## src/adc_trigger_pkg.sv

```systemverilog
package adc_trigger_pkg;

    // --------------------------------------------------------
    // register offsets
    // --------------------------------------------------------
    localparam logic [7:0] OFS_TRIG_CFG = 8'h01;
    localparam logic [7:0] OFS_CTRL2 = 8'h02;
    localparam logic [7:0] OFS_SEQ_START = 8'h05;
    localparam logic [7:0] OFS_STATUS = 8'h06;
    localparam logic [7:0] OFS_IRQ_EN = 8'h07;
    localparam logic [7:0] OFS_IRQ_CLR = 8'h08;
    localparam logic [7:0] OFS_DIEN_LO = 8'h0a;
    localparam logic [7:0] OFS_DIEN_HI = 8'h0b;

    // --------------------------------------------------------
    // trigger config fields
    // --------------------------------------------------------
    localparam int SRC_SEL_BIT = 7;
    localparam int RES_LSB = 5;
    localparam int DISCH_BIT = 4;
    localparam int CH_LSB = 0;
    localparam logic [1:0] RES_8BIT = 2'h0;
    localparam logic [1:0] RES_10BIT = 2'h1;
    localparam logic [3:0] CH_LAST = 4'hb;

    // --------------------------------------------------------
    // control two and sequence start fields
    // --------------------------------------------------------
    localparam int TRIG_EN_BIT = 2;
    localparam int TRIG_POL_BIT = 3;
    localparam int TRIG_LVL_BIT = 4;
    localparam int SCAN_BIT = 5;

    // --------------------------------------------------------
    // status layout, sticky events
    // --------------------------------------------------------
    localparam int EV_OVERRUN = 0;
    localparam int EV_SEQ_DONE = 1;
    localparam int EV_CFG_BAD = 2;
    localparam int BUSY_BIT = 4;
    localparam int ARMED_BIT = 5;
    localparam int NUM_EV = 3;

    // --------------------------------------------------------
    // reset values and timing
    // --------------------------------------------------------
    localparam logic [7:0] RST_TRIG_CFG = 8'h00;
    localparam logic [7:0] RST_CTRL2 = 8'h00;
    localparam logic [7:0] RST_SEQ_START = 8'h00;
    localparam logic [1:0] DISCH_EXTRA_CYC = 2'h2;

    // sequencer states
    typedef enum logic [2:0] {
        ST_IDLE = 3'b001,
        ST_ARMED = 3'b010,
        ST_RUN = 3'b100
    } seq_state_type;

endpackage : adc_trigger_pkg

```

## src/adc_trigger_control.sv

```systemverilog
// How it works
// - config or control write aborts sequence
// - bit 7 picks dedicated or analog trigger
// - resolution code 00 8-bit, 01 10-bit
// - discharge bit adds two sample cycles
// - analog codes above 11 select channel 11
// - dedicated codes 0 to 3, rest reserved
// - trigger off: single or continuous scan
// - edge mode: one sequence per edge
// - level mode: convert while level active
// - trigger modes wait for first trigger
// - start write only arms when triggered
// - edge-mode edge during conversion sets overrun flag
// - level mode never sets overrun flag
// - active level restarts with no gap
// - per-pin digital buffer enable feeds port
//
// The plain strobed port was chosen for this implementation.
`timescale 1ns/10ps

module adc_trigger_control
    import adc_trigger_pkg::*;
#(
    parameter int NUM_CH = 12,
    parameter int NUM_DED = 4,
    parameter bit HAS_DEDICATED = 1'b1
) (
    input wire logic CLOCK,
    input wire logic RST,
    input wire logic [7:0] ADDR,
    input wire logic [7:0] WDATA,
    input wire logic WR,
    input wire logic RD,
    output logic [7:0] RDATA,
    input wire logic [NUM_CH-1:0] ANALOG_PIN_IN,
    input wire logic [NUM_DED-1:0] TRIGGER_IN,
    output logic [NUM_CH-1:0] PORT_DATA,
    input wire logic SEQ_DONE,
    output logic SEQ_START,
    output logic SEQ_ABORT,
    output logic [1:0] RESULT_RES,
    output logic DISCHARGE_EN,
    output logic [1:0] SAMPLE_EXTEND,
    output logic IRQ
);

    localparam int NPIN = NUM_CH + NUM_DED;

    // --------------------------------------------------------
    // state
    // --------------------------------------------------------
    typedef struct packed {
        logic [7:0] cfg;
        logic [7:0] ctrl2;
        logic [7:0] start;
        logic [15:0] dien;
        logic [NUM_EV-1:0] status;
        logic [NUM_EV-1:0] irq_en;
        seq_state_type st;
        logic [NPIN-1:0] s1;
        logic [NPIN-1:0] s2;
        logic [NPIN-1:0] s3;
        logic [NPIN-1:0] filt;
        logic trig_prev;
        logic seq_start;
        logic seq_abort;
        logic [7:0] rdata;
        logic [1:0] res;
        logic disch;
        logic [NUM_CH-1:0] port;
    } state_type;

    state_type q;
    state_type d;

    // --------------------------------------------------------
    // helpers
    // --------------------------------------------------------

    // reserved resolution or source code
    function automatic logic cfg_reserved(
        input logic [7:0] cfg
    );
        logic bad;
        bad = cfg[RES_LSB+1];
        if (cfg[SRC_SEL_BIT] && HAS_DEDICATED) begin
            bad = bad | (cfg[CH_LSB+3:CH_LSB+2] != 2'h0);
        end
        return bad;
    endfunction : cfg_reserved

    // picks the selected trigger source level
    function automatic logic trig_pick(
        input logic [7:0] cfg,
        input logic [NPIN-1:0] pins
    );
        logic [3:0] ch;
        logic lvl;
        ch = cfg[CH_LSB+3:CH_LSB];
        lvl = 1'b0;
        if (cfg[SRC_SEL_BIT] && HAS_DEDICATED) begin
            lvl = pins[NUM_CH + int'(ch[1:0])];
        end else begin
            if (ch > CH_LAST) begin
                ch = CH_LAST;
            end
            lvl = pins[int'(ch)];
        end
        return lvl;
    endfunction : trig_pick

    // write strobe aimed at one register offset
    function automatic logic bus_hit(
        input logic strobe,
        input logic [7:0] addr,
        input logic [7:0] ofs
    );
        return strobe && (addr == ofs);
    endfunction : bus_hit

    // read mux over the register file, zero elsewhere
    function automatic logic [7:0] read_mux(
        input logic [7:0] addr,
        input state_type s
    );
        logic [7:0] v;
        v = 8'h00;
        case (addr)
            OFS_TRIG_CFG: begin
                v = s.cfg;
            end
            OFS_CTRL2: begin
                v = s.ctrl2;
            end
            OFS_SEQ_START: begin
                v = s.start;
            end
            OFS_STATUS: begin
                v[NUM_EV-1:0] = s.status;
                v[BUSY_BIT] = (s.st == ST_RUN);
                v[ARMED_BIT] = (s.st == ST_ARMED);
            end
            OFS_IRQ_EN: begin
                v[NUM_EV-1:0] = s.irq_en;
            end
            OFS_DIEN_LO: begin
                v = s.dien[7:0];
            end
            OFS_DIEN_HI: begin
                v = s.dien[15:8];
            end
            default: begin
                v = 8'h00;
            end
        endcase
        return v;
    endfunction : read_mux

    // a pin change counts once stages two and three agree
    function automatic logic [NPIN-1:0] agree_filter(
        input logic [NPIN-1:0] mid,
        input logic [NPIN-1:0] last,
        input logic [NPIN-1:0] held
    );
        logic [NPIN-1:0] v;
        v = held;
        for (int i = 0; i < NPIN; i++) begin
            if (mid[i] == last[i]) begin
                v[i] = mid[i];
            end
        end
        return v;
    endfunction : agree_filter

    // sticky flags: a clear drops bits, a same-cycle event wins
    function automatic logic [NUM_EV-1:0] sticky_update(
        input logic [NUM_EV-1:0] old,
        input logic clr,
        input logic [NUM_EV-1:0] clr_bits,
        input logic [NUM_EV-1:0] ev
    );
        logic [NUM_EV-1:0] v;
        v = old;
        if (clr) begin
            v = old & ~clr_bits;
        end
        return v | ev;
    endfunction : sticky_update

    // --------------------------------------------------------
    // decoded controls
    // --------------------------------------------------------
    logic trig_en;
    logic trig_lvl;
    logic trig_pol;
    logic scan;
    logic wr_cfg;
    logic wr_ctrl2;
    logic wr_start;
    logic wr_clr;
    logic trig_raw;
    logic trig_act;
    logic trig_edge;
    logic bad_cfg;
    logic [NPIN-1:0] pins_en;

    // mode bits from the registers
    assign trig_en = q.ctrl2[TRIG_EN_BIT];
    assign trig_lvl = q.ctrl2[TRIG_LVL_BIT];
    assign trig_pol = q.ctrl2[TRIG_POL_BIT];
    assign scan = q.start[SCAN_BIT];
    assign bad_cfg = cfg_reserved(q.cfg);

    // write strobes per register
    assign wr_cfg = bus_hit(WR, ADDR, OFS_TRIG_CFG);
    assign wr_ctrl2 = bus_hit(WR, ADDR, OFS_CTRL2);
    assign wr_start = bus_hit(WR, ADDR, OFS_SEQ_START);
    assign wr_clr = bus_hit(WR, ADDR, OFS_IRQ_CLR);

    // analog pins pass only through enabled buffers
    assign pins_en = {q.filt[NPIN-1:NUM_CH],
        q.filt[NUM_CH-1:0] & q.dien[NUM_CH-1:0]};

    // polarity-corrected trigger and its edge
    assign trig_raw = trig_pick(q.cfg, pins_en);
    assign trig_act = trig_raw ~^ trig_pol;
    assign trig_edge = trig_act && !q.trig_prev;

    // --------------------------------------------------------
    // next state
    // --------------------------------------------------------
    always_comb begin
        logic [NUM_EV-1:0] ev;
        ev = '0;
        d = q;
        d.seq_start = 1'b0;
        d.seq_abort = 1'b0;
        d.rdata = 8'h00;

        // three-stage pin synchroniser with agree filter
        d.s1 = {TRIGGER_IN, ANALOG_PIN_IN};
        d.s2 = q.s1;
        d.s3 = q.s2;
        d.filt = agree_filter(q.s2, q.s3, q.filt);
        d.trig_prev = trig_act;

        // port data through the per-pin buffers
        d.port = q.filt[NUM_CH-1:0] & q.dien[NUM_CH-1:0];

        // trigger config register
        if (wr_cfg) begin
            d.cfg = WDATA;
        end
        // control two register
        if (wr_ctrl2) begin
            d.ctrl2 = WDATA;
        end
        // sequence start register
        if (wr_start) begin
            d.start = WDATA;
        end
        // interrupt enable register
        if (bus_hit(WR, ADDR, OFS_IRQ_EN)) begin
            d.irq_en = WDATA[NUM_EV-1:0];
        end
        // pin buffer enables, low byte
        if (bus_hit(WR, ADDR, OFS_DIEN_LO)) begin
            d.dien[7:0] = WDATA;
        end
        // pin buffer enables, high byte
        if (bus_hit(WR, ADDR, OFS_DIEN_HI)) begin
            d.dien[15:8] = WDATA;
        end

        // registered result-width and discharge controls
        d.res = d.cfg[RES_LSB+1:RES_LSB];
        d.disch = d.cfg[DISCH_BIT];

        // sequencer
        case (q.st)
            // stopped, waits for a start write
            ST_IDLE: begin
                d.st = ST_IDLE;
            end
            // armed, waits for a trigger event
            ST_ARMED: begin
                if (bad_cfg) begin
                    d.st = ST_IDLE;
                    ev[EV_CFG_BAD] = 1'b1;
                end else if (!trig_en) begin
                    d.st = ST_IDLE;
                end else if (trig_lvl ? trig_act : trig_edge) begin
                    d.st = ST_RUN;
                    d.seq_start = 1'b1;
                end
            end
            // sequence running in the core
            ST_RUN: begin
                if (trig_en && !trig_lvl && trig_edge) begin
                    ev[EV_OVERRUN] = 1'b1;
                end
                if (SEQ_DONE) begin
                    ev[EV_SEQ_DONE] = 1'b1;
                    if (!trig_en) begin
                        d.st = scan ? ST_RUN : ST_IDLE;
                        d.seq_start = scan;
                    end else if (trig_lvl && trig_act) begin
                        d.seq_start = 1'b1;
                    end else begin
                        d.st = ST_ARMED;
                    end
                end
            end
            default: begin
                d.st = ST_IDLE;
            end
        endcase

        // start write launches or arms a new sequence
        if (wr_start) begin
            d.seq_abort = (q.st == ST_RUN);
            if (bad_cfg) begin
                d.st = ST_IDLE;
                d.seq_start = 1'b0;
                ev[EV_CFG_BAD] = 1'b1;
            end else if (trig_en) begin
                d.st = ST_ARMED;
                d.seq_start = 1'b0;
            end else begin
                d.st = ST_RUN;
                d.seq_start = 1'b1;
            end
        end

        // config or control write kills the sequence
        if (wr_cfg || wr_ctrl2) begin
            d.st = ST_IDLE;
            d.seq_start = 1'b0;
            d.seq_abort = 1'b1;
        end

        // sticky flags: clear first, event wins
        d.status = sticky_update(q.status, wr_clr,
            WDATA[NUM_EV-1:0], ev);

        // read data, one cycle later
        if (RD) begin
            d.rdata = read_mux(ADDR, q);
        end
    end

    // --------------------------------------------------------
    // registers
    // --------------------------------------------------------
    // synchronous reset to idle values
    always_ff @(posedge CLOCK) begin
        if (RST) begin
            q <= '0;
            q.cfg <= RST_TRIG_CFG;
            q.ctrl2 <= RST_CTRL2;
            q.start <= RST_SEQ_START;
            q.st <= ST_IDLE;
        end else begin
            q <= d;
        end
    end

    // --------------------------------------------------------
    // outputs
    // --------------------------------------------------------
    // bus read data and buffered port levels
    assign RDATA = q.rdata;
    assign PORT_DATA = q.port;

    // sequence pulses and sample settings
    assign SEQ_START = q.seq_start;
    assign SEQ_ABORT = q.seq_abort;
    assign RESULT_RES = q.res;
    assign DISCHARGE_EN = q.disch;
    assign SAMPLE_EXTEND = q.disch ? DISCH_EXTRA_CYC : 2'h0;

    // level interrupt from enabled sticky flags
    assign IRQ = |(q.status & q.irq_en);

endmodule : adc_trigger_control

```

## config.mk

```make
export PLATFORM = sky130hd
export DESIGN_NAME = adc_trigger_control
export DESIGN_NICKNAME = d
export VERILOG_FILES = /design/src/adc_trigger_pkg.sv /design/src/adc_trigger_control.sv
export SDC_FILE = /design/constraint.sdc
export NUM_CORES = 1
export LEC_CHECK = 0
export BUFFER_PORTS_ARGS = -buffer_cell sky130_fd_sc_hd__buf_2
export CAP_MARGIN = 20
export CORE_MARGIN = 5
export CORE_UTILIZATION = 33
export DETAILED_ROUTE_END_ITERATION = 10
export HOLD_SLACK_MARGIN = 0.03
export SLEW_MARGIN = 20
export SYNTH_ARGS = -nofsm -noshare
export SYNTH_HDL_FRONTEND = slang
export SYNTH_SLANG_ARGS = --single-unit
```

## constraint.sdc

```tcl
create_clock -name CLOCK -period 3.2 [get_ports CLOCK]
set_input_delay 0.32 -clock CLOCK [delete_from_list [all_inputs] [get_ports CLOCK]]
set_output_delay 0.32 -clock CLOCK [all_outputs]
set_load 0.005 [all_outputs]
```

Yosys cells after proc, flatten, opt, wreduce, memory -nomap -nowiden --
Cells that the tools add are included.
Storage, ports and cells: bits in registers 139, latch bits 0, memory bits (writable) 0, bits in read-only memories 0, input port bits 37, memories kept 0
Cells by class: $add $sub $neg 1, $mul 0, divide/modulo/power cells 0, $lt $le $gt $ge 3, eq/ne operators 29, shift-type cells 0, multiplexer cells 46, bitwise gates (word level) 8, reduce and logical (&&, ||, !) cells 19
Operator list (number):
- $mux W3 | 11
- $eq A8 B3 Y1 const B | 3
- $eq A8 B4 Y1 const B | 3
- $mux W1 | 21
- $pmux W3 S7 | 1
- $eq A1 B1 Y1 | 16
- $and A12 B12 Y12 | 1
- $pmux W2 S6 | 1
- $logic_and A1 B1 Y1 | 11
- $pmux W2 S5 | 1
- $bmux W1 S4 | 2
- $eq A8 B1 Y1 const B | 1
- $eq A8 B2 Y1 const B | 1
- $mux W4 | 2
- $mux W7 | 1
- $and A3 B3 Y3 | 2
- $mux W2 | 3
- $pmux W3 S2 | 1
- $add A4 B2 Y5 const A | 1
- $lt A4 B5 Y1 const B | 1
- $lt A5 B5 Y1 const B | 1
- $ne A5 B5 Y1 const B | 1
- $pmux W1 S5 | 1
- $gt A4 B4 Y1 const B | 1
- 16 further kinds | 18

Logic depth before layout (Yosys ltp) --
Gate-level depths: netlist of the first run.
depth after elaboration 15, depth in mapped cells 8, gate-level depth less buffers 7

Worst setup path before layout of the first run --
No wires, ideal clock.
kind input to register, from input ADDR[7], to register q[92] (netlist bit), setup time 116 ps, arrival 2162 ps, required time 3084 ps, slack 922 ps, cell stages on the path 7, path through or4_1 -> buf_2 -> nor4b_4 -> nand2_2 -> and2_4 -> a41o_1 -> o211a_1
On the way: word-level cells in the longest chain between the ends 4, elaborated cells between the ends (all ways) 13, classes of those cells eq/ne (6); mux (1); reduce/logical (6)
RTL lines:
- start, declared | RTL line adc_trigger_control.sv:30 | input wire logic [7:0] ADDR,
- $eq A8 B3 Y1 (tied with other cells) | RTL line adc_trigger_control.sv:118 | return strobe && (addr == ofs);
- $logic_and A1 B1 Y1 | RTL line adc_trigger_control.sv:118
- $ne A5 B5 Y1 (no line) (tied with other cells)
- $reduce_and A3 Y1 (no line) / $reduce_or A2 Y1 (equally long branches)
- end, declared | RTL line adc_trigger_control.sv:73 | state_type q;
Several ways; a longest one is shown, not always the timed one. A chain may end at the register's enable or synchronous reset.

Worst setup path in the final report of the first run --
from register q[131] (netlist bit), to register q, in the netlist SEQ_START
On the way: word-level cells in the longest chain between the ends 14, elaborated cells between the ends (all ways) 22, classes of those cells add/sub (1); order compare (1); mux (17); bitwise (1); reduce/logical (2)
RTL lines:
- $gt A4 B4 Y1 | RTL line adc_trigger_control.sv:104 | if (ch > CH_LAST) begin
- $mux W4 | RTL line adc_trigger_control.sv:104
- $mux W4 | RTL line adc_trigger_control.sv:101 | if (cfg[SRC_SEL_BIT] && HAS_DEDICATED) begin
- $bmux W1 S4 | RTL line adc_trigger_control.sv:107 | lvl = pins[int'(ch)];
- $mux W1 (not written as such) | RTL line adc_trigger_control.sv:107
- $mux W1 * | RTL line adc_trigger_control.sv:101
- $xnor A1 B1 Y1 * | RTL line adc_trigger_control.sv:226 | assign trig_act = trig_raw ~^ trig_pol;
- $logic_and A1 B1 Y1 | RTL line adc_trigger_control.sv:227 | assign trig_edge = trig_act && !q.trig_prev;
- $mux W1 (2 in series) | RTL line adc_trigger_control.sv:292 | end else if (trig_lvl ? trig_act : trig_edge) begin
- $mux W1 | RTL line adc_trigger_control.sv:290 | end else if (!trig_en) begin
- $mux W1 | RTL line adc_trigger_control.sv:287 | if (bad_cfg) begin
- $pmux W1 S2 * | RTL line adc_trigger_control.sv:280 | case (q.st)
- $mux W2 * | RTL line adc_trigger_control.sv:320 | if (wr_start) begin
Every way passes the cells marked *; elsewhere a longest branch is shown, timed or not. The select of a mux whose other input is x is not followed.

==> results of run 1 <==
==> cell type report <==
cell class	instances	area [um^2]	area share [%]
repair buffers	74	400.4	6.513
inverters	7	26.28	0.4274
well taps	211	264.0	4.295
multi-input cells	388	2127	34.60
clock buffers	21	460.4	7.490
clock inverters	11	146.4	2.381
flip-flops and latches	136	2723	44.29
==> power by group <==
group	internal, mW	switching, mW
registers	1.72	0.00941
clock network	1.27	0.712
logic	0.0410	0.0737
==> layer usage <==
metal	track usage (%)	vias to the layer above
li1	-	2082
met1	19.38	1982
met2	21.99	181
met3	4.606	20
met4	7.111	0
met5	0	-
==> worst min path at each step <==
stage / endpoint / cells after the start / from
floorplan: d[42] / 1 / d[58]
global placement: d[56] / 1 / d[72]
detailed placement: d[55] / 1 / d[71]
CTS: d[60] / 2 / ANALOG_PIN_IN[2]
global route: d[65] / 2 / ANALOG_PIN_IN[7]
finish: d[60] / 2 / ANALOG_PIN_IN[2]
==> sequential cells by signal, summed over array words and instances (netlist names) <==
signal,flops
PORT_DATA,12
RDATA,8
SEQ_ABORT,1
SEQ_START,1
d,32
pins_en,4
q,78
==> cells in the final DEF (no fill, tap or decap), types with 3 or more instances in the layout <==
cell type	Yosys	final
a21oi_1	72	72
nand4_1	4	4
nand2b_1	5	5
mux2i_1	5	5
a32oi_1	3	3
clkbuf_16	0	17
nor2b_1	52	52
a222oi_1	7	7
buf_4	24	12
nand3_1	40	40
dfxtp_1	136	136
o21ai_0	31	31
nor2_1	20	20
nand2_1	97	97
a22oi_1	8	8
buf_2	8	62
inv_1	7	7
a31oi_1	5	5
bufinv_16	0	3
clkinv_2	0	3
==> per-stage QoR <==
step	setup WS [ns]	instances	utilization [%]
2_1_floorplan	0.9222	592	-
3_3_place_gp	0.7219	816	36.18
3_5_place_dp	0.6659	816	36.18
4_1_cts	0.7858	848	40.14
5_1_grt	0.5429	848	40.14
6_report	0.7404	848	40.14
==> logic make-up (layout without fill, tap and decap cells) <==
family | Yosys count | count (layout)
AND/OR/NAND/NOR | 236 | 236
AO/OA/AOI/OAI | 144 | 144
flip-flops | 136 | 136
buffers and inverters | 68 | 113
multiplexers | 6 | 6
other | 1 | 1
XOR/XNOR | 1 | 1
==> key figures, run 1 <==
Run status
  • Run status: complete, no violations

Synthesis
  • Complex-gate fraction of the synthesized area: 16.61%
  • Yosys reg bits: 136
  • Post-synth top cells: dfxtp_1 (136), nand2_1 (97), a21oi_1 (72), nor2b_1 (52), nand3_1 (40)
  • Cell types occupying the most area after synthesis: dfxtp_1 (52%), nand2_1 (7.0%), a21oi_1 (6.9%)
  • Share of async-settable or async-resettable flops after synthesis: 0%
  • Post-synthesis share of cell area spent on and, or, nand and nor gates: 22.55%
  • Proportion of netlist area held by the largest area contributor: 52.37%
  • Post-synth EDFFs: 0
  • Gate count after technology mapping: 592
  • Synth Area in Adders: 0%
  • Post-synth net total: 629
  • Library cell with the highest instance count after synthesis: dfxtp_1
  • Distinct cells, synth: 51
  • Netlist Area Pre-Place: 0.005199 mm^2
  • Dominant combinational cell family by area after synthesis: simple AND/OR/NAND/NOR gates
  • Number of warnings printed during yosys synthesis: 0
  • Post-Synthesis Mean Instance Area: 8.782 um^2
  • Mux contribution to synthesized area: 1.396%
  • Flip-flop cell with the highest count after synthesis: dfxtp_1
  • Library cell with the largest summed area after synthesis: dfxtp_1
  • Parity-gate share of the synthesized area counting xor and xnor cells: 0.1685%
  • Sequential area share after synthesis: 52.37%

Placement
  • Placed Instance Area: 0.005540 mm^2
  • Routability cong.: 0.8863
  • Port Buffers: 63
  • HPWL after detailed placement: 9291 um

Clock tree
  • Number of CTS-inserted buffers: 17
  • Number of H-tree levels: 4
  • Count of buffers added by post-CTS timing repair for setup: 0
  • Buffer levels on the longest clock path: 2
  • Count of instances resized after the clock tree is built: 0
  • Cell at the root of the clock tree: clkbuf_16
  • Number of buffers added to fix hold violations after cts: 0
  • Clock Latency Late Sink: 0.42 ns
  • Clock sink count: 136
  • CTS tree: done
  • Clock slew at reported path FFs: 0.06 ns

Power
  • Power density cells: 621.8 mW/mm^2
  • Post-route total power: 3.822 mW
  • P_leak: 2.279 nW
  • Largest vdd supply drop: 0.4102 mV

Worst setup path
  • Arr. time, crit path: 2.78 ns
  • Timing endpoint of the critical path: SEQ_START
  • Endpoint of the worst-slack reg-to-reg timing path: SEQ_START
  • Data required time at the worst endpoint: 3.52 ns
  • Max FO, Critical Path: 10
  • Sort of element at the start of the critical path: register
  • Crit. Startpoint: q[131]
  • R2R depth: 7
  • Cell mode on critical path: a32oi_1
  • Reg-to-reg critical path startpoint: q[131]
  • Gate family responsible for the most delay along the worst path: compound AO/OA/AOI/OAI gates
  • Buffer and inverter count on the worst path: 0
  • Critical Path Sink Type: register
  • Cells traversed along the worst timing path: a22o_1 -> a32oi_1 -> a211o_1 -> a32oi_1 -> xor2_1 -> a41oi_1 -> o32ai_1
  • R2R setup slack: 0.74 ns
  • Slowest cell on the critical path: dfxtp_1
  • Type of the worst setup path: register to register
  • Levels on crit path: 7
  • Delay contributed by the slowest stage of the critical path: 0.57 ns

Layout
  • Filler cells: 1514
  • Total non-filler cell area in the finished layout: 0.006147 mm^2
  • Final nets: 661
  • Antenna Cells: 0
  • Layout-stage area growth over the synthesis result: 18.24%
  • Fraction of layout cells with a size suffix above 1: 17.58%

Worst hold path
  • Class of the tightest hold or removal check: input pin to register

Floorplanning
  • Die boundary height: 135.5 um
  • Core ar.: 0.01531 mm^2
  • Effective utilization at floorplan: 33.95%
  • Number of standard-cell rows in the floorplan: 45
  • I/O pin total: 65
  • Width of the die: 135.5 um
  • Area of the die: 0.01836 mm^2

STA
  • Total of endpoints with negative setup slack in the final report: 0
  • Setup repair after global routing missed its margin: false
  • Worst-margin pin slew: 0.9544 ns
  • Number of failing hold endpoints at the final stage: 0
  • Worst-case headroom to the max-slew limit: 36.24%
  • Hold slack final: 0.1112 ns
  • Maximum clock skew at final layout: 0.008923 ns
  • Number of max-slew violations in the final report: 0
  • Achievable clock frequency: 406.6 MHz
  • Final min period: 2.460 ns
  • Sum of negative setup slack: 0 ns
  • Period utilization: 76.86%

Detailed routing
  • WL per Instance: 15.59 um
  • DRT Pass-1 Iters: 7
  • 1st-iter DRT viols: 496
  • WL met3: 1242 um
  • DRC violation count after routing: 0
  • Number of vias in the routed layout: 4265
  • Vias/cell: 5.029
  • Post-DRT Antenna Nets: 0
  • Wl on met1: 5707 um
  • Routed wire length on met2: 5967 um
  • Overall routed net length: 13220 um
  • DR top layer: met4

Global route
  • GRT Total Usage: 14.75%
  • Total congestion overflow: 0
  • Via count of the first global-routing pass: 4029
  • Global-route wire length before repair: 21130 um
  • Pin count of the biggest net entering global routing: 72
  • Initial antenna violation count: 0

Run
  • Total of max-cap violations: 0
Power figures use the tool's default switching activity.
==> run 2: changes to the inputs <==
==> constraint.sdc (replaced) <==
create_clock -name CLOCK -period 2.6 [get_ports CLOCK]
set_input_delay 0.26 -clock CLOCK [delete_from_list [all_inputs] [get_ports CLOCK]]
set_output_delay 0.26 -clock CLOCK [all_outputs]
set_load 0.005 [all_outputs]
==> run 2 against run 1 <==
Routed wire length is 0.13% higher. Die area is the same. Register-to-register slack worse by 0.43 ns. Clock skew is 0.0043 ns higher. Flip-flop and latch count is the same. Critical path depth rose by 1. Critical endpoint is now q[92]. Largest power group unchanged.
==> key figures, run 2 (same netlist as run 1, synthesis figures left out) <==
Detailed routing
  • WL met3: 955 um
  • Vias/cell: 5.003
  • 1st-iter DRT viols: 400
  • WL per Instance: 15.43 um
  • DR top layer: met4
  • DRT Pass-1 Iters: 7
  • Post-DRT Antenna Nets: 0
  • DRC violation count after routing: 0
  • Wl on met1: 5985 um
  • Number of vias in the routed layout: 4293
  • Overall routed net length: 13240 um
  • Routed wire length on met2: 5897 um

Layout
  • Filler cells: 1549
  • Layout-stage area growth over the synthesis result: 20.82%
  • Most flop-heavy register: q
  • Flip-flop and latch area: 0.002723 mm^2
  • Most frequent standard cell in the layout excluding fill and tap cells: dfxtp_1
  • Number of flip-flops in the largest register: 78
  • Fraction of layout cells with a size suffix above 1: 18.73%
  • Area of the multi-input gates: 0.002127 mm^2
  • Commonest cells after routing, fill and taps aside: dfxtp_1 (136), nand2_1 (97), a21oi_1 (72)
  • Final nets: 671

Run
  • Total of max-cap violations: 0

Power
  • Internal power contribution: 3.950 mW
  • Power density cells: 786.8 mW/mm^2
  • P_leak: 2.358 nW
  • Register share of total power: 43.1%
  • Switching power of the nets: 0.9916 mW
  • Largest vdd supply drop: 0.4599 mV
  • Part of the total power dissipated in combinational logic: 2.9%
  • Clock Power Share: 54.0%
  • Switching part of the total: 20.07%

Worst setup path
  • Arr. time, crit path: 2.61 ns
  • Endpoint of the worst-slack reg-to-reg timing path: q[92]
  • Crit. Startpoint: q[131]
  • Type of the worst setup path: register to register
  • Max FO, Critical Path: 9
  • Sort of element at the start of the critical path: register
  • Critical Path Sink Type: register
  • Data required time at the worst endpoint: 2.91 ns
  • Reg-to-reg critical path startpoint: q[131]
  • Timing endpoint of the critical path: q[92]
  • R2R depth: 8
  • R2R setup slack: 0.31 ns

STA
  • Period utilization: 88.20%
  • Hold slack final: 0.03985 ns
  • Number of failing hold endpoints at the final stage: 0
  • Final min period: 2.293 ns
  • Total of endpoints with negative setup slack in the final report: 0
  • Achievable clock frequency: 436.1 MHz
  • Number of max-slew violations in the final report: 0
  • Maximum clock skew at final layout: 0.01322 ns
  • Setup repair after global routing missed its margin: false
  • Sum of negative setup slack: 0 ns
  • Worst-case headroom to the max-slew limit: 57.42%
  • Worst-margin pin slew: 0.6387 ns

Floorplanning
  • Die boundary height: 135.5 um
  • I/O pin total: 65
  • Width of the die: 135.5 um
  • Effective utilization at floorplan: 33.95%
  • Area of the die: 0.01836 mm^2
  • Core ar.: 0.01531 mm^2
  • Number of standard-cell rows in the floorplan: 45

Global route
  • Global-route wire length before repair: 21240 um
  • GRT Total Usage: 14.86%
  • Pin count of the biggest net entering global routing: 68
  • Via count of the first global-routing pass: 4063
  • Initial antenna violation count: 0
  • Total congestion overflow: 0

Clock tree
  • Number of H-tree levels: 4
  • Clock slew at reported path FFs: 0.06 ns
  • Buffer levels on the longest clock path: 2
  • Cell at the root of the clock tree: clkbuf_16
  • Count of instances resized after the clock tree is built: 0
  • CTS tree: done
  • Number of CTS-inserted buffers: 17
  • Clock Latency Late Sink: 0.43 ns
  • Count of buffers added by post-CTS timing repair for setup: 0
  • Clock sink count: 136

Placement
  • HPWL after detailed placement: 9337 um
  • Routability cong.: 0.9105
  • Port Buffers: 63

Worst hold path
  • Class of the tightest hold or removal check: input pin to register

Run status
  • Run status: complete, no violations
run 2: cell count changes in the layout (fill, tap and decap cells not counted), sizes merged:
cell         before  now
buf              74   83
bufinv            3    5
clkinv            5    3
clkinvlp          2    0
diode             0    1
dlygate4sd3       0    1
inv               8    9
run 2: worst min-delay path by stage:
stage,from,to,slack (ns),depth (start not counted)
after floorplan,ANALOG_PIN_IN[0],d[58],0.39,1
after global placement,d[72],d[56],0.42,1
after detailed placement,d[58],d[42],0.42,1
after CTS,TRIGGER_IN[2],d[72],0.03,2
after global routing,ANALOG_PIN_IN[0],d[58],0.05,2
final,ANALOG_PIN_IN[11],d[69],0.04,2
run 2: power groups by stage:
stage | clock network [mW] | logic [mW] | registers [mW]
finish | 2.67 | 0.145 | 2.13
global route | 2.80 | 0.161 | 2.13
CTS | 2.71 | 0.145 | 2.13
detailed placement | 0 | 0.144 | 2.17
global placement | 0 | 0.142 | 2.17
floorplan | 0 | 0.0839 | 2.17
run 2: area by class of cell:
type	instances	area share (%)
Clock inverter	10	3.028
Clock buffer	21	7.490
Timing Repair Buffer	84	7.610
Multi-Input combinational cell	388	33.86
Antenna cell	1	0.03984
Inverter	7	0.4183
Tap cell	211	4.203
Sequential cell	136	43.35
run 2: metal layers:
layer,vias to the layer above,global-route usage (%)
met5,-,0
met4,0,6.999
met3,31,4.309
met2,158,21.79
met1,2002,20.10
li1,2102,-
run 2: per-stage QoR:
stage                     total power [mW]  setup WS (ns)  instance area [um^2]  util [%]  cells
after floorplan                      2.253         0.3822                  5199         -    592
after global placement               2.316         0.3140                  5608     36.62    825
after detailed placement             2.318         0.2256                  5608     36.62    825
after CTS                            4.988         0.2892                  6279     41.00    857
after global routing                 5.092         0.1374                  6279     41.00    857
final                                4.942         0.3068                  6281     41.01    858
run 2: repair_timing:
item / 4_1_cts / 5_1_grt
endpoints found under the setup margin: 0 / 0
endpoints found under the hold margin: 1 / 0
hold buffers: 1 / 0
run 2: worst max-delay path, stage by stage (launching register included):
cell and delay, ns:
dfxtp_1 0.54, a22o_1 0.26, a32oi_1 0.07, a211o_1 0.31, a32oi_1 0.25, xor2_1 0.12
buf_4 0.17, a41o_1 0.24, o211a_1 0.22
